**src/logic/pcsb_pkg.sv**
```systemverilog
package pcsb_pkg;
   // ***********************************************************
   // Register indices; byte address is four times the index
   // ***********************************************************
   localparam logic [9:0] PCSB_IDX_SPREAD_UPPER = 10'h020;
   localparam logic [9:0] PCSB_IDX_SPREAD_MIDDLE = 10'h021;
   localparam logic [9:0] PCSB_IDX_SPREAD_LOWER = 10'h022;
   localparam logic [9:0] PCSB_IDX_FREQ_SET = 10'h023;
   localparam logic [9:0] PCSB_IDX_ROUTING = 10'h024;
   localparam logic [9:0] PCSB_IDX_STATE_SEL = 10'h025;
   localparam logic [9:0] PCSB_IDX_DIR_DIV_FOUR = 10'h026;
   localparam logic [9:0] PCSB_IDX_DIV_FIVE = 10'h027;
   localparam int PCSB_NUM_REGS = 8;

   // ***********************************************************
   // Reset values
   // ***********************************************************
   localparam logic [7:0] PCSB_RST_SPREAD = 8'h00;
   localparam logic [7:0] PCSB_RST_FREQ_SET = 8'h00;
   localparam logic [7:0] PCSB_RST_ROUTING = 8'hed;
   localparam logic [7:0] PCSB_RST_STATE_SEL = 8'h02;
   localparam logic [7:0] PCSB_RST_DIR_DIV_FOUR = 8'h01;
   localparam logic [7:0] PCSB_RST_DIV_FIVE = 8'h01;

   // ***********************************************************
   // Field positions
   // ***********************************************************
   localparam int PCSB_POS_BYPASS = 7;
   localparam int PCSB_POS_FIRST_SRC = 6;
   localparam int PCSB_POS_SECOND_SRC = 4;
   localparam int PCSB_POS_STATE_DEF_B = 2;
   localparam int PCSB_POS_STATE_DEF_A = 0;
   localparam int PCSB_POS_DIRECTION = 7;
   localparam logic [7:0] PCSB_DIV_MASK = 8'h7f;

   // ***********************************************************
   // Codes
   // ***********************************************************
   localparam logic [2:0] PCSB_SPREAD_OFF = 3'h0;
   localparam logic [1:0] PCSB_STATE_TRI_PD = 2'h0;
   localparam logic [1:0] PCSB_STATE_TRI = 2'h1;
   localparam logic [1:0] PCSB_STATE_LOW = 2'h2;
   localparam logic [1:0] PCSB_STATE_RUN = 2'h3;
   localparam logic [6:0] PCSB_DIV_STANDBY = 7'h00;

   typedef enum {PCSB_IDLE, PCSB_ACCESS} pcsb_bus_type;
endpackage : pcsb_pkg
```
**src/logic/pcsb_bank.sv**
```systemverilog
// The APB register port was chosen for this implementation.
`timescale 1ns/1ps
//
// Contract
// RULE_01: Eight 3-bit spread amounts, reset zero, selected setting's amount applied.
// RULE_02: Spread code 000 is off; 001 is 0.25%, 100 is 1.0%.
// RULE_03: Spread direction bit: 0 downward, 1 center, reset downward.
// RULE_04: Eight frequency-set bits in one byte, reset zero, selected bit picks config.
// RULE_05: Frequency-set bit 0 runs the loop from configuration set a.
// RULE_06: Frequency-set bit 1 runs the loop from configuration set b.
// RULE_07: Bypass bit 0 routes loop; 1 routes bypass, powers loop down; reset 1.
// RULE_08: First output source bit chooses between two dividers, reset 1.
// RULE_09: Software writes second source only with defined codes, reset 10.
// RULE_10: Two state definitions, reset 11 and 01; tri-state with or without power down.
// RULE_11: State code 10 drives both outputs low; 11 lets them toggle.
// RULE_12: Eight state-select bits in one byte choose between the two definitions.
// RULE_13: State-select bit 0 applies definition a.
// RULE_14: State-select bit 1 applies definition b; only setting 1 set at reset.
// RULE_15: Eight settings; active one picked from three select pins.
// RULE_16: Active index is binary with pin c as MSB, pin a as LSB.
// RULE_17: Register data is ordered most-significant bit first.
// RULE_18: Software does not write beyond the top register address.
// RULE_19: Divider value 0 holds divider in standby; 1 to 127 set ratio.
//
module pcsb_bank import pcsb_pkg::*; (
   input wire logic pclk,
   input wire logic presetn,
   input wire logic psel,
   input wire logic penable,
   input wire logic pwrite,
   input wire logic [11:0] paddr,
   input wire logic [31:0] pwdata,
   output logic [31:0] prdata,
   output logic pready,
   output logic pslverr,
   input wire logic setting_pin_a,
   input wire logic setting_pin_b,
   input wire logic setting_pin_c,
   output logic [2:0] active_setting,
   output logic [2:0] spread_amount,
   output logic [3:0] spread_quarter_pct,
   output logic spread_mod_on,
   output logic spread_center,
   output logic freq_set_b,
   output logic loop_bypass,
   output logic loop_power_down,
   output logic first_output_source,
   output logic [1:0] second_output_source,
   output logic pair_oe,
   output logic pair_force_low,
   output logic [6:0] divider_four_value,
   output logic divider_four_run,
   output logic [6:0] divider_five_value,
   output logic divider_five_run
);
   // ***********************************************************
   // Helpers
   // ***********************************************************
   // Spread amount in quarter percent; top code jumps to 2.0%
   function automatic logic [3:0] spread_quarters(input logic [2:0] code);
      logic [3:0] q;
      q = {1'b0, code};
      if (code == 3'h7) begin
         q = 4'h8;
      end
      return q;
   endfunction : spread_quarters

   // True for the eight words of this bank; anything else is refused
   function automatic logic is_mapped(input logic [9:0] idx);
      return (idx >= PCSB_IDX_SPREAD_UPPER) && (idx <= PCSB_IDX_DIV_FIVE);
   endfunction : is_mapped

   // ***********************************************************
   // Setting select pins
   // ***********************************************************
   logic [2:0] pins_lvl;

   // Pins are asynchronous to pclk, so they are filtered before any decode sees them
   pcsb_pin_sync u_sync (
      .pclk(pclk),
      .presetn(presetn),
      .pin_in({setting_pin_c, setting_pin_b, setting_pin_a}), // [RULE_16] [RULE_15]
      .level_out(pins_lvl)
   );

   // ***********************************************************
   // APB slave
   // ***********************************************************
   // Bank storage, one byte per word; upper write data bits are not kept
   logic [7:0] regs_q [PCSB_NUM_REGS];
   logic [7:0] regs_d [PCSB_NUM_REGS];
   logic [31:0] prdata_q, prdata_d;
   logic pready_q, pready_d, pslverr_q, pslverr_d;
   pcsb_bus_type bus_q, bus_d;
   logic [9:0] word_idx;
   logic [2:0] slot;
   logic wr_take;

   // Low two address bits are ignored; each register takes one aligned word
   assign word_idx = paddr[11:2];
   assign slot = word_idx[2:0];
   assign wr_take = psel && penable && pready_q && pwrite && !pslverr_q;

   // Answer one cycle after setup: zero wait states, data decoded at setup
   always_comb begin
      bus_d = bus_q;
      pready_d = 1'b0;
      pslverr_d = pslverr_q;
      prdata_d = prdata_q;
      case (bus_q)
         PCSB_IDLE: begin
            if (psel && !penable) begin
               bus_d = PCSB_ACCESS;
               pready_d = 1'b1;
               pslverr_d = !is_mapped(word_idx); // [RULE_18]
               prdata_d = 32'h0;
               if (is_mapped(word_idx) && !pwrite) begin
                  prdata_d = {24'h0, regs_q[slot]}; // [RULE_17]
               end
            end
         end
         PCSB_ACCESS: begin
            bus_d = PCSB_IDLE;
            pslverr_d = 1'b0;
         end
         default: begin
            bus_d = PCSB_IDLE;
         end
      endcase
   end

   // Register writes land at the completing access edge only
   always_comb begin
      for (int i = 0; i < PCSB_NUM_REGS; i++) begin
         regs_d[i] = regs_q[i];
      end
      if (wr_take) begin
         regs_d[slot] = pwdata[7:0]; // [RULE_17]
         // Reserved top bit of divider five reads back zero
         if (word_idx == PCSB_IDX_DIV_FIVE) begin
            regs_d[slot] = pwdata[7:0] & PCSB_DIV_MASK;
         end
      end
   end

   // Bus and bank state; reset loads the power-up register contents
   always_ff @(posedge pclk or negedge presetn) begin
      if (!presetn) begin
         bus_q <= PCSB_IDLE;
         pready_q <= 1'b0;
         pslverr_q <= 1'b0;
         prdata_q <= 32'h0;
         regs_q[0] <= PCSB_RST_SPREAD; // [RULE_01]
         regs_q[1] <= PCSB_RST_SPREAD;
         regs_q[2] <= PCSB_RST_SPREAD;
         regs_q[3] <= PCSB_RST_FREQ_SET; // [RULE_04]
         regs_q[4] <= PCSB_RST_ROUTING; // [RULE_07] [RULE_08] [RULE_10]
         regs_q[5] <= PCSB_RST_STATE_SEL; // [RULE_14]
         regs_q[6] <= PCSB_RST_DIR_DIV_FOUR; // [RULE_03]
         regs_q[7] <= PCSB_RST_DIV_FIVE;
      end else begin
         bus_q <= bus_d;
         pready_q <= pready_d;
         pslverr_q <= pslverr_d;
         prdata_q <= prdata_d;
         for (int i = 0; i < PCSB_NUM_REGS; i++) begin
            regs_q[i] <= regs_d[i];
         end
      end
   end

   // Bus outputs come straight from their flip-flops
   assign prdata = prdata_q;
   assign pready = pready_q;
   assign pslverr = pslverr_q;

   // ***********************************************************
   // Setting decode and applied controls
   // ***********************************************************
   logic [23:0] spread_all;
   logic [1:0] def_a, def_b, pair_code;
   logic [2:0] act_q, act_d, amt_q, amt_d;
   logic [3:0] pct_q, pct_d;
   logic mod_q, mod_d, ctr_q, ctr_d, fsb_q, fsb_d, byp_q, byp_d, pd_q, pd_d;
   logic src1_q, src1_d, oe_q, oe_d, low_q, low_d, run4_q, run4_d, run5_q, run5_d;
   logic [1:0] src2_q, src2_d;
   logic [6:0] div4_q, div4_d, div5_q, div5_d;

   // Setting 7 sits in the top bits of the upper register
   assign spread_all = {regs_q[0], regs_q[1], regs_q[2]};
   assign def_b = regs_q[4][PCSB_POS_STATE_DEF_B +: 2];
   assign def_a = regs_q[4][PCSB_POS_STATE_DEF_A +: 2];

   // Index one register stage after the pin level, controls one stage after the index; settings change cleanly per clock
   always_comb begin
      act_d = pins_lvl; // [RULE_15]
      amt_d = spread_all[act_q * 3 +: 3]; // [RULE_01]
      mod_d = (amt_d != PCSB_SPREAD_OFF); // [RULE_02]
      pct_d = spread_quarters(amt_d); // [RULE_02]
      ctr_d = regs_q[6][PCSB_POS_DIRECTION]; // [RULE_03]
      fsb_d = regs_q[3][act_q]; // [RULE_04] [RULE_05] [RULE_06]
      byp_d = regs_q[4][PCSB_POS_BYPASS]; // [RULE_07]
      src1_d = regs_q[4][PCSB_POS_FIRST_SRC]; // [RULE_08]
      // Reserved second source code is passed on unchanged; software avoids it
      src2_d = regs_q[4][PCSB_POS_SECOND_SRC +: 2];
      pair_code = regs_q[5][act_q] ? def_b : def_a; // [RULE_12] [RULE_13] [RULE_14]
      oe_d = (pair_code == PCSB_STATE_LOW) || (pair_code == PCSB_STATE_RUN); // [RULE_11]
      low_d = (pair_code == PCSB_STATE_LOW); // [RULE_11]
      pd_d = byp_d || (pair_code == PCSB_STATE_TRI_PD); // [RULE_07] [RULE_10]
      div4_d = regs_q[6][6:0];
      div5_d = regs_q[7][6:0];
      run4_d = (div4_d != PCSB_DIV_STANDBY); // [RULE_19]
      run5_d = (div5_d != PCSB_DIV_STANDBY); // [RULE_19]
   end

   // Reset values mirror the decode of the power-up register contents at setting 0
   always_ff @(posedge pclk or negedge presetn) begin
      if (!presetn) begin
         act_q <= 3'h0;
         amt_q <= 3'h0;
         pct_q <= 4'h0;
         mod_q <= 1'b0;
         ctr_q <= 1'b0;
         fsb_q <= 1'b0;
         byp_q <= 1'b1;
         pd_q <= 1'b1;
         src1_q <= 1'b1;
         src2_q <= 2'h2;
         oe_q <= 1'b0;
         low_q <= 1'b0;
         div4_q <= 7'h01;
         div5_q <= 7'h01;
         run4_q <= 1'b1;
         run5_q <= 1'b1;
      end else begin
         act_q <= act_d;
         amt_q <= amt_d;
         pct_q <= pct_d;
         mod_q <= mod_d;
         ctr_q <= ctr_d;
         fsb_q <= fsb_d;
         byp_q <= byp_d;
         pd_q <= pd_d;
         src1_q <= src1_d;
         src2_q <= src2_d;
         oe_q <= oe_d;
         low_q <= low_d;
         div4_q <= div4_d;
         div5_q <= div5_d;
         run4_q <= run4_d;
         run5_q <= run5_d;
      end
   end

   // Every applied control leaves the block from a flip-flop
   assign active_setting = act_q;
   assign spread_amount = amt_q;
   assign spread_quarter_pct = pct_q;
   assign spread_mod_on = mod_q;
   assign spread_center = ctr_q;
   assign freq_set_b = fsb_q;
   assign loop_bypass = byp_q;
   assign loop_power_down = pd_q;
   assign first_output_source = src1_q;
   assign second_output_source = src2_q;
   assign pair_oe = oe_q;
   assign pair_force_low = low_q;
   assign divider_four_value = div4_q;
   assign divider_four_run = run4_q;
   assign divider_five_value = div5_q;
   assign divider_five_run = run5_q;
endmodule : pcsb_bank

```
**src/logic/pcsb_pin_sync.sv**
```systemverilog
`timescale 1ns/1ps
// ***********************************************************
// Three-stage pin synchroniser with agreement filter
// ***********************************************************
module pcsb_pin_sync import pcsb_pkg::*; (
   input wire logic pclk,
   input wire logic presetn,
   input wire logic [2:0] pin_in,
   output logic [2:0] level_out
);
   logic [2:0] s1_q, s2_q, s3_q, lvl_q, lvl_d;

   // New level accepted only once second and third stage agree
   always_comb begin
      lvl_d = lvl_q;
      for (int i = 0; i < 3; i++) begin
         if (s2_q[i] == s3_q[i]) begin
            lvl_d[i] = s3_q[i];
         end
      end
   end

   // First stage feeds only the second stage, keeping metastability contained
   always_ff @(posedge pclk or negedge presetn) begin
      if (!presetn) begin
         s1_q <= 3'h0;
         s2_q <= 3'h0;
         s3_q <= 3'h0;
         lvl_q <= 3'h0;
      end else begin
         s1_q <= pin_in;
         s2_q <= s1_q;
         s3_q <= s2_q;
         lvl_q <= lvl_d;
      end
   end

   assign level_out = lvl_q;
endmodule : pcsb_pin_sync

```
**config.mk**
```make
export PLATFORM = sky130hd
export DESIGN_NAME = pcsb_bank
export DESIGN_NICKNAME = d
export VERILOG_FILES = /design/src/logic/pcsb_pkg.sv /design/src/logic/pcsb_bank.sv /design/src/logic/pcsb_pin_sync.sv
export SDC_FILE = /design/constraint.sdc
export NUM_CORES = 1
export LEC_CHECK = 0
export BUFFER_PORTS_ARGS = -buffer_cell sky130_fd_sc_hd__buf_4
export CORE_MARGIN = 1
export CORE_UTILIZATION = 27
export DETAILED_ROUTE_END_ITERATION = 7
export PLACE_DENSITY = 0.45
export REMOVE_ABC_BUFFERS = 1
export SYNTH_ARGS = -nofsm -noshare
export SYNTH_HDL_FRONTEND = slang
export SYNTH_HIERARCHICAL = 1
export SYNTH_SLANG_ARGS = --single-unit
export TNS_END_PERCENT = 5
```
**constraint.sdc**
```tcl
create_clock -name pclk -period 5.3 [get_ports pclk]
set_clock_uncertainty 0.2 [all_clocks]
set_input_delay 0.265 -clock pclk [delete_from_list [all_inputs] [get_ports pclk]]
set_output_delay 0.265 -clock pclk [all_outputs]
set_load 0.03 [all_outputs]
```
==> results_dict.tcl, run 1 <==
set metrics [dict create \
    maxSlewHeadroom_pct 42.5 \
    placedCellCount 675 \
    via_per_inst 4.45 \
    drive_gt1_share_pct 46.0 \
    cp-end-kind "register" \
    cts_buffer_depth 2 \
    setup_viol 0 \
    netlist_area_mm2 0.00526 \
    worstPathArrival_ns 2.55 \
    synth_area_leader_cell "dfrtp_1" \
    dpl_cell_area_mm2 0.00594 \
    globalplace.congestion 0.745 \
    setup_tns_ns 0 \
    grt_pass1_vias 3338 \
    cts-root-buf "clkbuf_16" \
    rsz0062_at_grt "false" \
    antenna_cells 0 \
    leakage_nw 3.22 \
    yosysSeqAreaShare_pct 58.9 \
    crit_path_max_fanout 11 \
    postCtsSetupBuffers 0 \
    rows 50 \
    grt_max_degree 66 \
    core_area_mm2 0.0189 \
    drv_slew 0 \
    period_share_pct 46.4 \
    clkTransAtPathRegs_ns 0.05 \
    cp_top_family "multiplexers" \
    vias 3203 \
    cts_sinks 123 \
    wl_per_cell_um 18.5 \
    max_freq_ghz 0.407 \
    dieArea_mm2 0.0200 \
    power.total_mw 2.57 \
    avgSynthCellArea_um2 14.6 \
    power_density_mw_per_mm2 384 \
    place_ws_ns 2.81 \
    ys_types 45 \
    drt_iter0_markers 167 \
    grt_pass1_wl_um 20600 \
    maxCapViolCount 0 \
    synth_area_leaders "dfrtp_1 (50%), mux2_2 (14%), dfstp_2 (8.5%), mux4_2 (7.3%), buf_4 (3.6%)" \
    track_usage_pct 14.3 \
    synth_top_area_share_pct 50.4 \
    critPathBufInv 0 \
    boundaryPins 122 \
    antenna_found_initial 0 \
    totalWireLength_um 13300 \
    fin_util_pct 35.5 \
    htreeDepth 4 \
    yosysWarnings 6 \
    path_cells "mux4_2 > mux2i_2 > mux2_2" \
    cp-start-kind "register" \
    drc 0 \
    fin_ws_ns 2.84 \
    fin_cells 719 \
    nFillCells 1858 \
    critical_path_required_ns 5.40 \
    synth_seq_cells 123 \
    crit_type "reg2reg" \
    dp_hpwl_um 9290 \
    holdCritPathClass "in2reg" \
    finalHoldViolations 0 \
    outcome "finished, final reports clean" \
    finalInstanceArea_mm2 0.00671 \
    clk_latency_ns 0.41 \
    initial_core_util_pct 27.8 \
    min_period_ns 2.46 \
    grt_overflow 0 \
    cts_tree "yes" \
    numCtsBuffers 17 \
    firstDrtPassIters 4 \
    worst_pin_slew_ns 0.863 \
    die_h_um 142 \
    critical_path.slowest_cell "dfrtp_1" \
    final_nets 498 \
    die-width_um 142 \
    max_stage_delay_ns 0.75 \
    hold_slack_ns 0.0110 \
    area_growth_pct 27.5 \
    port_buffers 71 \
    antenna_left 0 \
    peakVddDrop_mv 0.225 \
    syn_inst 360 \
]
-- routing by layer --
| layer | vias up | global-route usage, % | part of all wire [%] |
|---|---|---|---|
| li1 | 1429 | - | - |
| met1 | 1656 | 19.0 | 45 |
| met2 | 105 | 22.4 | 48 |
| met3 | 13 | 4.18 | 5.6 |
| met4 | 0 | 4.87 | 1.3 |
| met5 | - | 0 | 0 |
-- synthesized netlist by cell type, drive strengths merged --
| master | number |
|---|---|
| mux2 | 67 |
| nand4b | 1 |
| nor3 | 7 |
| o221ai | 2 |
| a211oi | 3 |
| mux4 | 17 |
| nand2b | 5 |
| o21a | 2 |
| clkbuf | 3 |
| a311oi | 1 |
| dfrtp | 106 |
| mux2i | 18 |
| nand4 | 1 |
| nor4b | 1 |
| a21oi | 4 |
| o22ai | 3 |
| maj3 | 3 |
| o21ai | 7 |
| or2 | 2 |
| or3 | 1 |
| nand3 | 2 |
| nor2 | 10 |
| nand3b | 2 |
| nor4 | 2 |
| dfstp | 17 |
| a211o | 2 |
| nor3b | 2 |
| inv | 6 |
| conb | 1 |
| or4 | 1 |
| a21o | 3 |
| a22o | 1 |
| buf | 37 |
| nand2 | 14 |
| nor2b | 2 |
| a221oi | 2 |
| a2bb2oi | 1 |
| o31ai | 1 |
-- path summary, 6_finish.rpt --
path / start / end / slack (ns) / cells after the start
worst max-delay path: active_setting[2] / pair_oe / 2.84 / 3
worst min-delay path: pwdata[1] / register / 0.01 / 2
worst max register to register: active_setting[2] / pair_oe / 2.84 / 3
worst min register to register: u_sync/s1_q[2] / u_sync/s2_q[2] / 0.15 / 0
max in group asynchronous: presetn / regs_q[7] / 3.23 / 3
min in group asynchronous: presetn / spread_quarter_pct[1] / 0.28 / 2
-- final cells by class --
class                           count  area, um^2  area share, %
Inverter                            6        22.5          0.336
Multi-Input combinational cell    214        1960           29.1
Clock buffer                       25         485           7.24
Tap cell                          260         325           4.85
Timing Repair Buffer               84         661           9.85
Sequential cell                   123        3100           46.2
Clock inverter                      7         160           2.39
-- worst register-to-register path: stages, from the launching register on --
cell and delay (ns):
dfrtp_1 0.75, mux4_2 0.60, mux2i_2 0.38, mux2_2 0.40
-- logic make-up (layout without fill, tap and decap cells) --
logic type | count (synthesis) | count (layout) | share of synthesized area (%)
DFF | 123 | 123 | 58.9
muxes | 102 | 102 | 25.1
and+or+nand+nor | 53 | 53 | 5.52
buffers and inverters | 46 | 122 | 5.56
AOI/OAI and AO/OA | 32 | 32 | 4.19
adders and majority gates | 3 | 3 | 0.642
other | 1 | 24 | 0.0713
-- where the power goes --
part / total (mW) / switching [mW] / internal [mW]
Combinational: 0.258 / 0.153 / 0.105
Clock: 1.27 / 0.398 / 0.871
Sequential: 1.05 / 0.0465 / 1.00
-- layout by cell type (no fill, tap or decap), drive strengths merged, types with 2 or more instances in the layout --
cell         netlist  routed
buf               37      72
dfrtp            106     106
bufinv             0       5
nand2             14      14
inv                6       6
nor2b              2       2
o22ai              3       3
a211o              2       2
conb               1      24
a21oi              4       4
dlygate4sd3        0      12
mux2              67      67
nor2              10      10
dfstp             17      17
nor3b              2       2
nor4               2       2
nand2b             5       5
maj3               3       3
mux4              17      17
a221oi             2       2
o221ai             2       2
nand3              2       2
nand3b             2       2
a211oi             3       3
a21o               3       3
mux2i             18      18
nor3               7       7
clkbuf             3      25
clkinv             0       2
or2                2       2
o21a               2       2
o21ai              7       7
-- timing repair --
action	in CTS	in global routing
hold endpoints to repair	100	4
hold buffers	11	1
resized for setup	0	0
(Power assumes the default switching activity.)
==> inputs of run 2 (changes only) <==
Settings changed: ABC_AREA set to 1, PLACE_DENSITY 0.45 to 0.47.
Clock period 5.3 ns to 2.23 ns, I/O delays scaled along.
==> results_dict.tcl, run 2 <==
set metrics [dict create \
    cts_sinks 123 \
    holdCritPathClass "in2reg" \
    vias 4122 \
    fin_cells 908 \
    grt_pass1_wl_um 22600 \
    postCtsSetupBuffers 0 \
    drive_gt1_share_pct 19.1 \
    nFillCells 1848 \
    avgSynthCellArea_um2 9.09 \
    grt_max_degree 124 \
    max_stage_delay_ns 0.60 \
    ys.flop_type "dfrtp_1" \
    clk_latency_ns 0.42 \
    synth_top_area_share_pct 51.8 \
    clkTransAtPathRegs_ns 0.06 \
    netlist_area_mm2 0.00512 \
    cp-end-kind "register" \
    worst_pin_slew_ns 0.771 \
    synth_area_leaders "dfrtp_1 (52%), nand2_1 (11%), dfstp_2 (8.7%), o21ai_0 (7.8%), inv_1 (3.7%)" \
    synthTopCellsByCount "nand2_1 (145), dfrtp_1 (106), o21ai_0 (80)" \
    antenna_found_initial 0 \
    yosysMostFrequentCell "nand2_1" \
    rows 49 \
    cts-root-buf "clkbuf_16" \
    boundaryPins 122 \
    antenna_left 0 \
    power.internal_mw 4.48 \
    worstPathArrival_ns 2.29 \
    die_h_um 140 \
    htreeDepth 4 \
    outcome "finished, final reports clean" \
    maxCapViolCount 0 \
    rsz0062_at_grt "true" \
    crit_type "in2reg" \
    p_seq_share_pct 41.1 \
    area_growth_pct 30.3 \
    synth_seq_cells 123 \
    layout_commonest_cell "nand2_1" \
    grt_overflow 0 \
    ys_types 25 \
    power_density_mw_per_mm2 912 \
    peakVddDrop_mv 0.600 \
    numCtsBuffers 17 \
    p_comb_share_pct 13.6 \
    place_ws_ns 0.302 \
    fin_ws_ns 0.0930 \
    cp_common_cell "nand2_1" \
    synthArstFlopShare_pct 100 \
    wl_per_cell_um 15.6 \
    path_cells "buf_4 > inv_1 > dlygate4sd3_1 > nand2_1 > dlygate4sd3_1 > nor2_4 > nand2_1 > nor2_1 > buf_4 > nand3_1 > nand2_1" \
    syn_inst 563 \
    yosysWarnings 6 \
    track_usage_pct 15.4 \
    drv_slew 0 \
    antenna_cells 0 \
    final_nets 718 \
    switching_share_pct 26.3 \
    port_buffers 71 \
    placedCellCount 854 \
    clkPwrFrac_pct 45.4 \
    final_cell_mix "nand2_1 (145), dfrtp_1 (106), o21ai_0 (80)" \
    initial_core_util_pct 28.0 \
    globalplace.congestion 0.842 \
    grt_pass1_vias 4093 \
    drt_iter0_markers 363 \
    totalWireLength_um 14200 \
    crit_path_max_fanout 7 \
    cts_buffer_depth 2 \
    firstDrtPassIters 5 \
    cp-start-kind "input port" \
    critical_path.slowest_cell "dlygate4sd3_1" \
    leakage_nw 3.26 \
    core_area_mm2 0.0183 \
    dp_hpwl_um 9830 \
    maxSlewHeadroom_pct 48.6 \
    die-width_um 140 \
    synth_area_leader_cell "dfrtp_1" \
    setup_viol 0 \
    cts_tree "yes" \
    dieArea_mm2 0.0195 \
    min_period_ns 2.14 \
    via_per_inst 4.54 \
    synth_edf_count 0 \
    drc 0 \
    critical_path_required_ns 2.39 \
    max_freq_ghz 0.468 \
    period_share_pct 95.8 \
    power_switching_mw 1.60 \
    yosysSeqAreaShare_pct 60.5 \
    finalHoldViolations 0 \
]
==> run 2: cell types whose count changed in the layout (fill, tap and decap cells not counted), moves of 22 or more <==
cell,change
nand2_1,+131
nor2_1,+35
o22ai_1,+22
mux2_2,-67
inv_1,+45
o21ai_0,+73
==> run 2: cell type report <==
cell class                      instances  area, um^2  area share (%)
Sequential cell                       123        3100            46.5
Multi-Input combinational cell        373        1690            25.3
Timing Repair Buffer                  100         818            12.3
Clock buffer                           24         472            7.07
Tap cell                              229         287            4.30
Inverter                               51         191            2.87
Clock inverter                          8         118            1.76
==> run 2: power by group through the flow <==
stage / Combinational [mW] / Clock (mW) / Sequential, mW
after floorplan: 0.304 / 0 / 2.68
after global placement: 0.795 / 0 / 2.53
after detailed placement: 0.800 / 0 / 2.54
after CTS: 0.833 / 2.84 / 2.50
after global routing: 0.911 / 2.93 / 2.52
final: 0.826 / 2.76 / 2.50
==> run 2: what timing repair did <==
item | 4_1_cts | 5_1_grt
resized for setup | 0 | 3
hold buffers | 22 | 0
endpoints found under the hold margin | 179 | 0
endpoints found under the setup margin | 0 | 8
==> run 2: path summary, 6_finish.rpt <==
kind	slack, ns	endpoint	start	depth (start not counted)
min reg2reg	0.14	u_sync/s2_q[2]	u_sync/s1_q[2]	0
max	0.09	prdata[4]	penable	11
max reg2reg	0.31	byp_d	pslverr	3
max in group asynchronous	1.13	async pin	presetn	3
min in group asynchronous	0.04	u_sync/s1_q[1]	presetn	3
min	0.03	register	paddr[3]	4
==> run 2: metrics by stage <==
stage	power [mW]	utilization (%)	setup TNS, ns	hold WS, ns	cell area, um^2
floorplan	2.98	-	0	-0.384	4970
global placement	3.33	32.0	0	0.0220	5850
detailed placement	3.34	32.0	0	0.0221	5850
CTS	6.17	36.5	0	0.00138	6660
global route	6.36	36.5	-0.193	0.0397	6670
finish	6.09	36.5	0	0.0274	6670
==> run 2: critical path, delay by kind of cell <==
family | cells | cell delay, ns
buf+inv | 5 | 1.55
simple gates | 6 | 0.61
==> run 2: logic make-up after synthesis <==
| group | after synthesis | synth area share [%] |
|---|---|---|
| other cells | 1 | 0.0732 |
| simple gates | 224 | 17.8 |
| flops | 123 | 60.5 |
| compound gates | 125 | 13.1 |
| buf+inv | 90 | 8.43 |
==> run 2: metal layers <==
metal	share of wire, %	GRT usage [%]
met5	0	0
met4	1.7	6.02
met3	6.0	4.16
met2	47	24.2
met1	46	20.0
==> inputs of run 3 (changes only) <==
Settings changed: ABC_AREA 1 to not set, PLACE_DENSITY 0.47 to 0.46.
==> results_dict.tcl, run 3 (synthesis gave the netlist of run 1 again) <==
set metrics [dict create \
    clkTransAtPathRegs_ns 0.06 \
    antenna_found_initial 0 \
    vias 3316 \
    grt_max_degree 38 \
    die-width_um 142 \
    boundaryPins 122 \
    cts_sinks 123 \
    crit_type "reg2reg" \
    period_share_pct 92.1 \
    clk_latency_ns 0.41 \
    globalplace.congestion 0.823 \
    drt_iter0_markers 166 \
    maxSlewHeadroom_pct 65.0 \
    cts_tree "yes" \
    topRoutingLayerUsed "met4" \
    max_stage_delay_ns 0.47 \
    clkPwrFrac_pct 48.9 \
    worst_pin_slew_ns 0.525 \
    power.total_mw 6.17 \
    numCtsBuffers 17 \
    dieArea_mm2 0.0200 \
    worstPathArrival_ns 2.14 \
    cts_buffer_depth 2 \
    route.met2.wl_um 6600 \
    htreeDepth 4 \
    via_per_inst 4.42 \
    totalWireLength_um 13500 \
    critPathBufInv 1 \
    power_switching_mw 1.46 \
    finalHoldViolations 0 \
    m1WireLength_um 6030 \
    max_freq_ghz 0.487 \
    drv_slew 0 \
    track_usage_pct 14.6 \
    core_area_mm2 0.0189 \
    p_seq_share_pct 40.0 \
    cp-start-kind "register" \
    cp-end-kind "register" \
    crit_path_max_fanout 8 \
    area_growth_pct 33.4 \
    final_nets 529 \
    p_comb_share_pct 11.1 \
    place_ws_ns 0.212 \
    maxCapViolCount 0 \
    rsz0062_at_grt "false" \
    cts-root-buf "clkbuf_16" \
    min_period_ns 2.05 \
    fin_ws_ns 0.176 \
    cp_top_family "simple AND/OR/NAND/NOR gates" \
    die_h_um 142 \
    grt_pass1_wl_um 21100 \
    dp_hpwl_um 9710 \
    port_buffers 71 \
    critical_path_required_ns 2.32 \
    grt_pass1_vias 3530 \
    drive_gt1_share_pct 48.2 \
    rows 50 \
    critical_path.slowest_cell "or3_1" \
    final_cell_mix "dfrtp_1 (106), buf_4 (90), mux2_2 (67)" \
    initial_core_util_pct 27.8 \
    switching_share_pct 23.7 \
    firstDrtPassIters 4 \
    layout_commonest_cell "dfrtp_1" \
    power_density_mw_per_mm2 879 \
    ff2ff_path_depth 5 \
    peakVddDrop_mv 0.645 \
    holdCritPathClass "in2async" \
    setup_viol 0 \
    power.internal_mw 4.71 \
    path_cells "nand4_1 > or3_1 > nor3b_4 > buf_12 > mux2_2" \
    met3_length_um 578 \
    wl_per_cell_um 17.9 \
    regToRegStartpoint "pready" \
    leakage_nw 3.38 \
    antenna_cells 0 \
    grt_overflow 0 \
    r2r_setup_slack_ns 0.18 \
    antenna_left 0 \
    postCtsSetupBuffers 0 \
    drc 0 \
    outcome "finished, final reports clean" \
]
-- run 3: cell count changes in the layout (fill, tap and decap cells not counted), moves of 4 or more --
cell,change
nand2_1,-131
mux4_2,+17
mux2i_1,+17
nand2b_1,+5
nand3_1,-17
a21oi_1,-9
o22ai_1,-22
mux2_2,+67
o211ai_1,-6
buf_4,+13
o21ai_0,-73
nor2_1,-35
inv_1,-45
nor3_1,+4
-- run 3: power groups by stage --
stage | Clock [mW] | Combinational [mW] | Sequential, mW
floorplan | 0 | 0.241 | 2.59
global placement | 0 | 0.652 | 2.51
detailed placement | 0 | 0.658 | 2.51
CTS | 3.08 | 0.691 | 2.47
global route | 3.19 | 0.733 | 2.48
finish | 3.02 | 0.682 | 2.47
-- run 3: cell type report --
cell class                 count  area, um^2
fill                        1879       11900
sequential                   123        3100
multi-input combinational    214        1960
timing repair buffer         115         956
clock buffer                  21         460
tap                          260         325
clock inverter                11         191
inverter                       6        22.5
-- run 3: timing repair --
item | in CTS | in global routing
hold buffers | 22 | 0
resized for setup | 0 | 1
endpoints found under the setup margin | 0 | 4
hold endpoints to repair | 172 | 0
-- run 3: worst max-delay path by stage --
stage	from	end	cells past startpoint
finish	pready	register	5
global route	pready	register	5
CTS	paddr[10]	regs_q[7]	7
detailed placement	active_setting[2]	spread_quarter_pct[2]	6
global placement	active_setting[2]	spread_quarter_pct[1]	6
floorplan	active_setting[2]	pair_oe	3
-- run 3: per-stage QoR --
step | hold WS, ns | TNS, ns | instances | util (%) | instance area (um^2)
2_1_floorplan | -0.384 | -0.0212 | 343 | - | 5080
3_3_place_gp | -0.0811 | 0 | 696 | 32.5 | 6140
3_5_place_dp | -0.0711 | 0 | 696 | 32.5 | 6140
4_1_cts | 0.00916 | 0 | 750 | 37.1 | 7010
5_1_grt | 0.0417 | 0 | 750 | 37.1 | 7020
6_report | 0.0156 | 0 | 750 | 37.1 | 7020
-- run 3: layer usage --
layer,global-route usage (%),up-vias
li1,-,1501
met1,19.1,1708
met2,23.0,91
met3,3.44,16
met4,6.51,0
met5,0,-
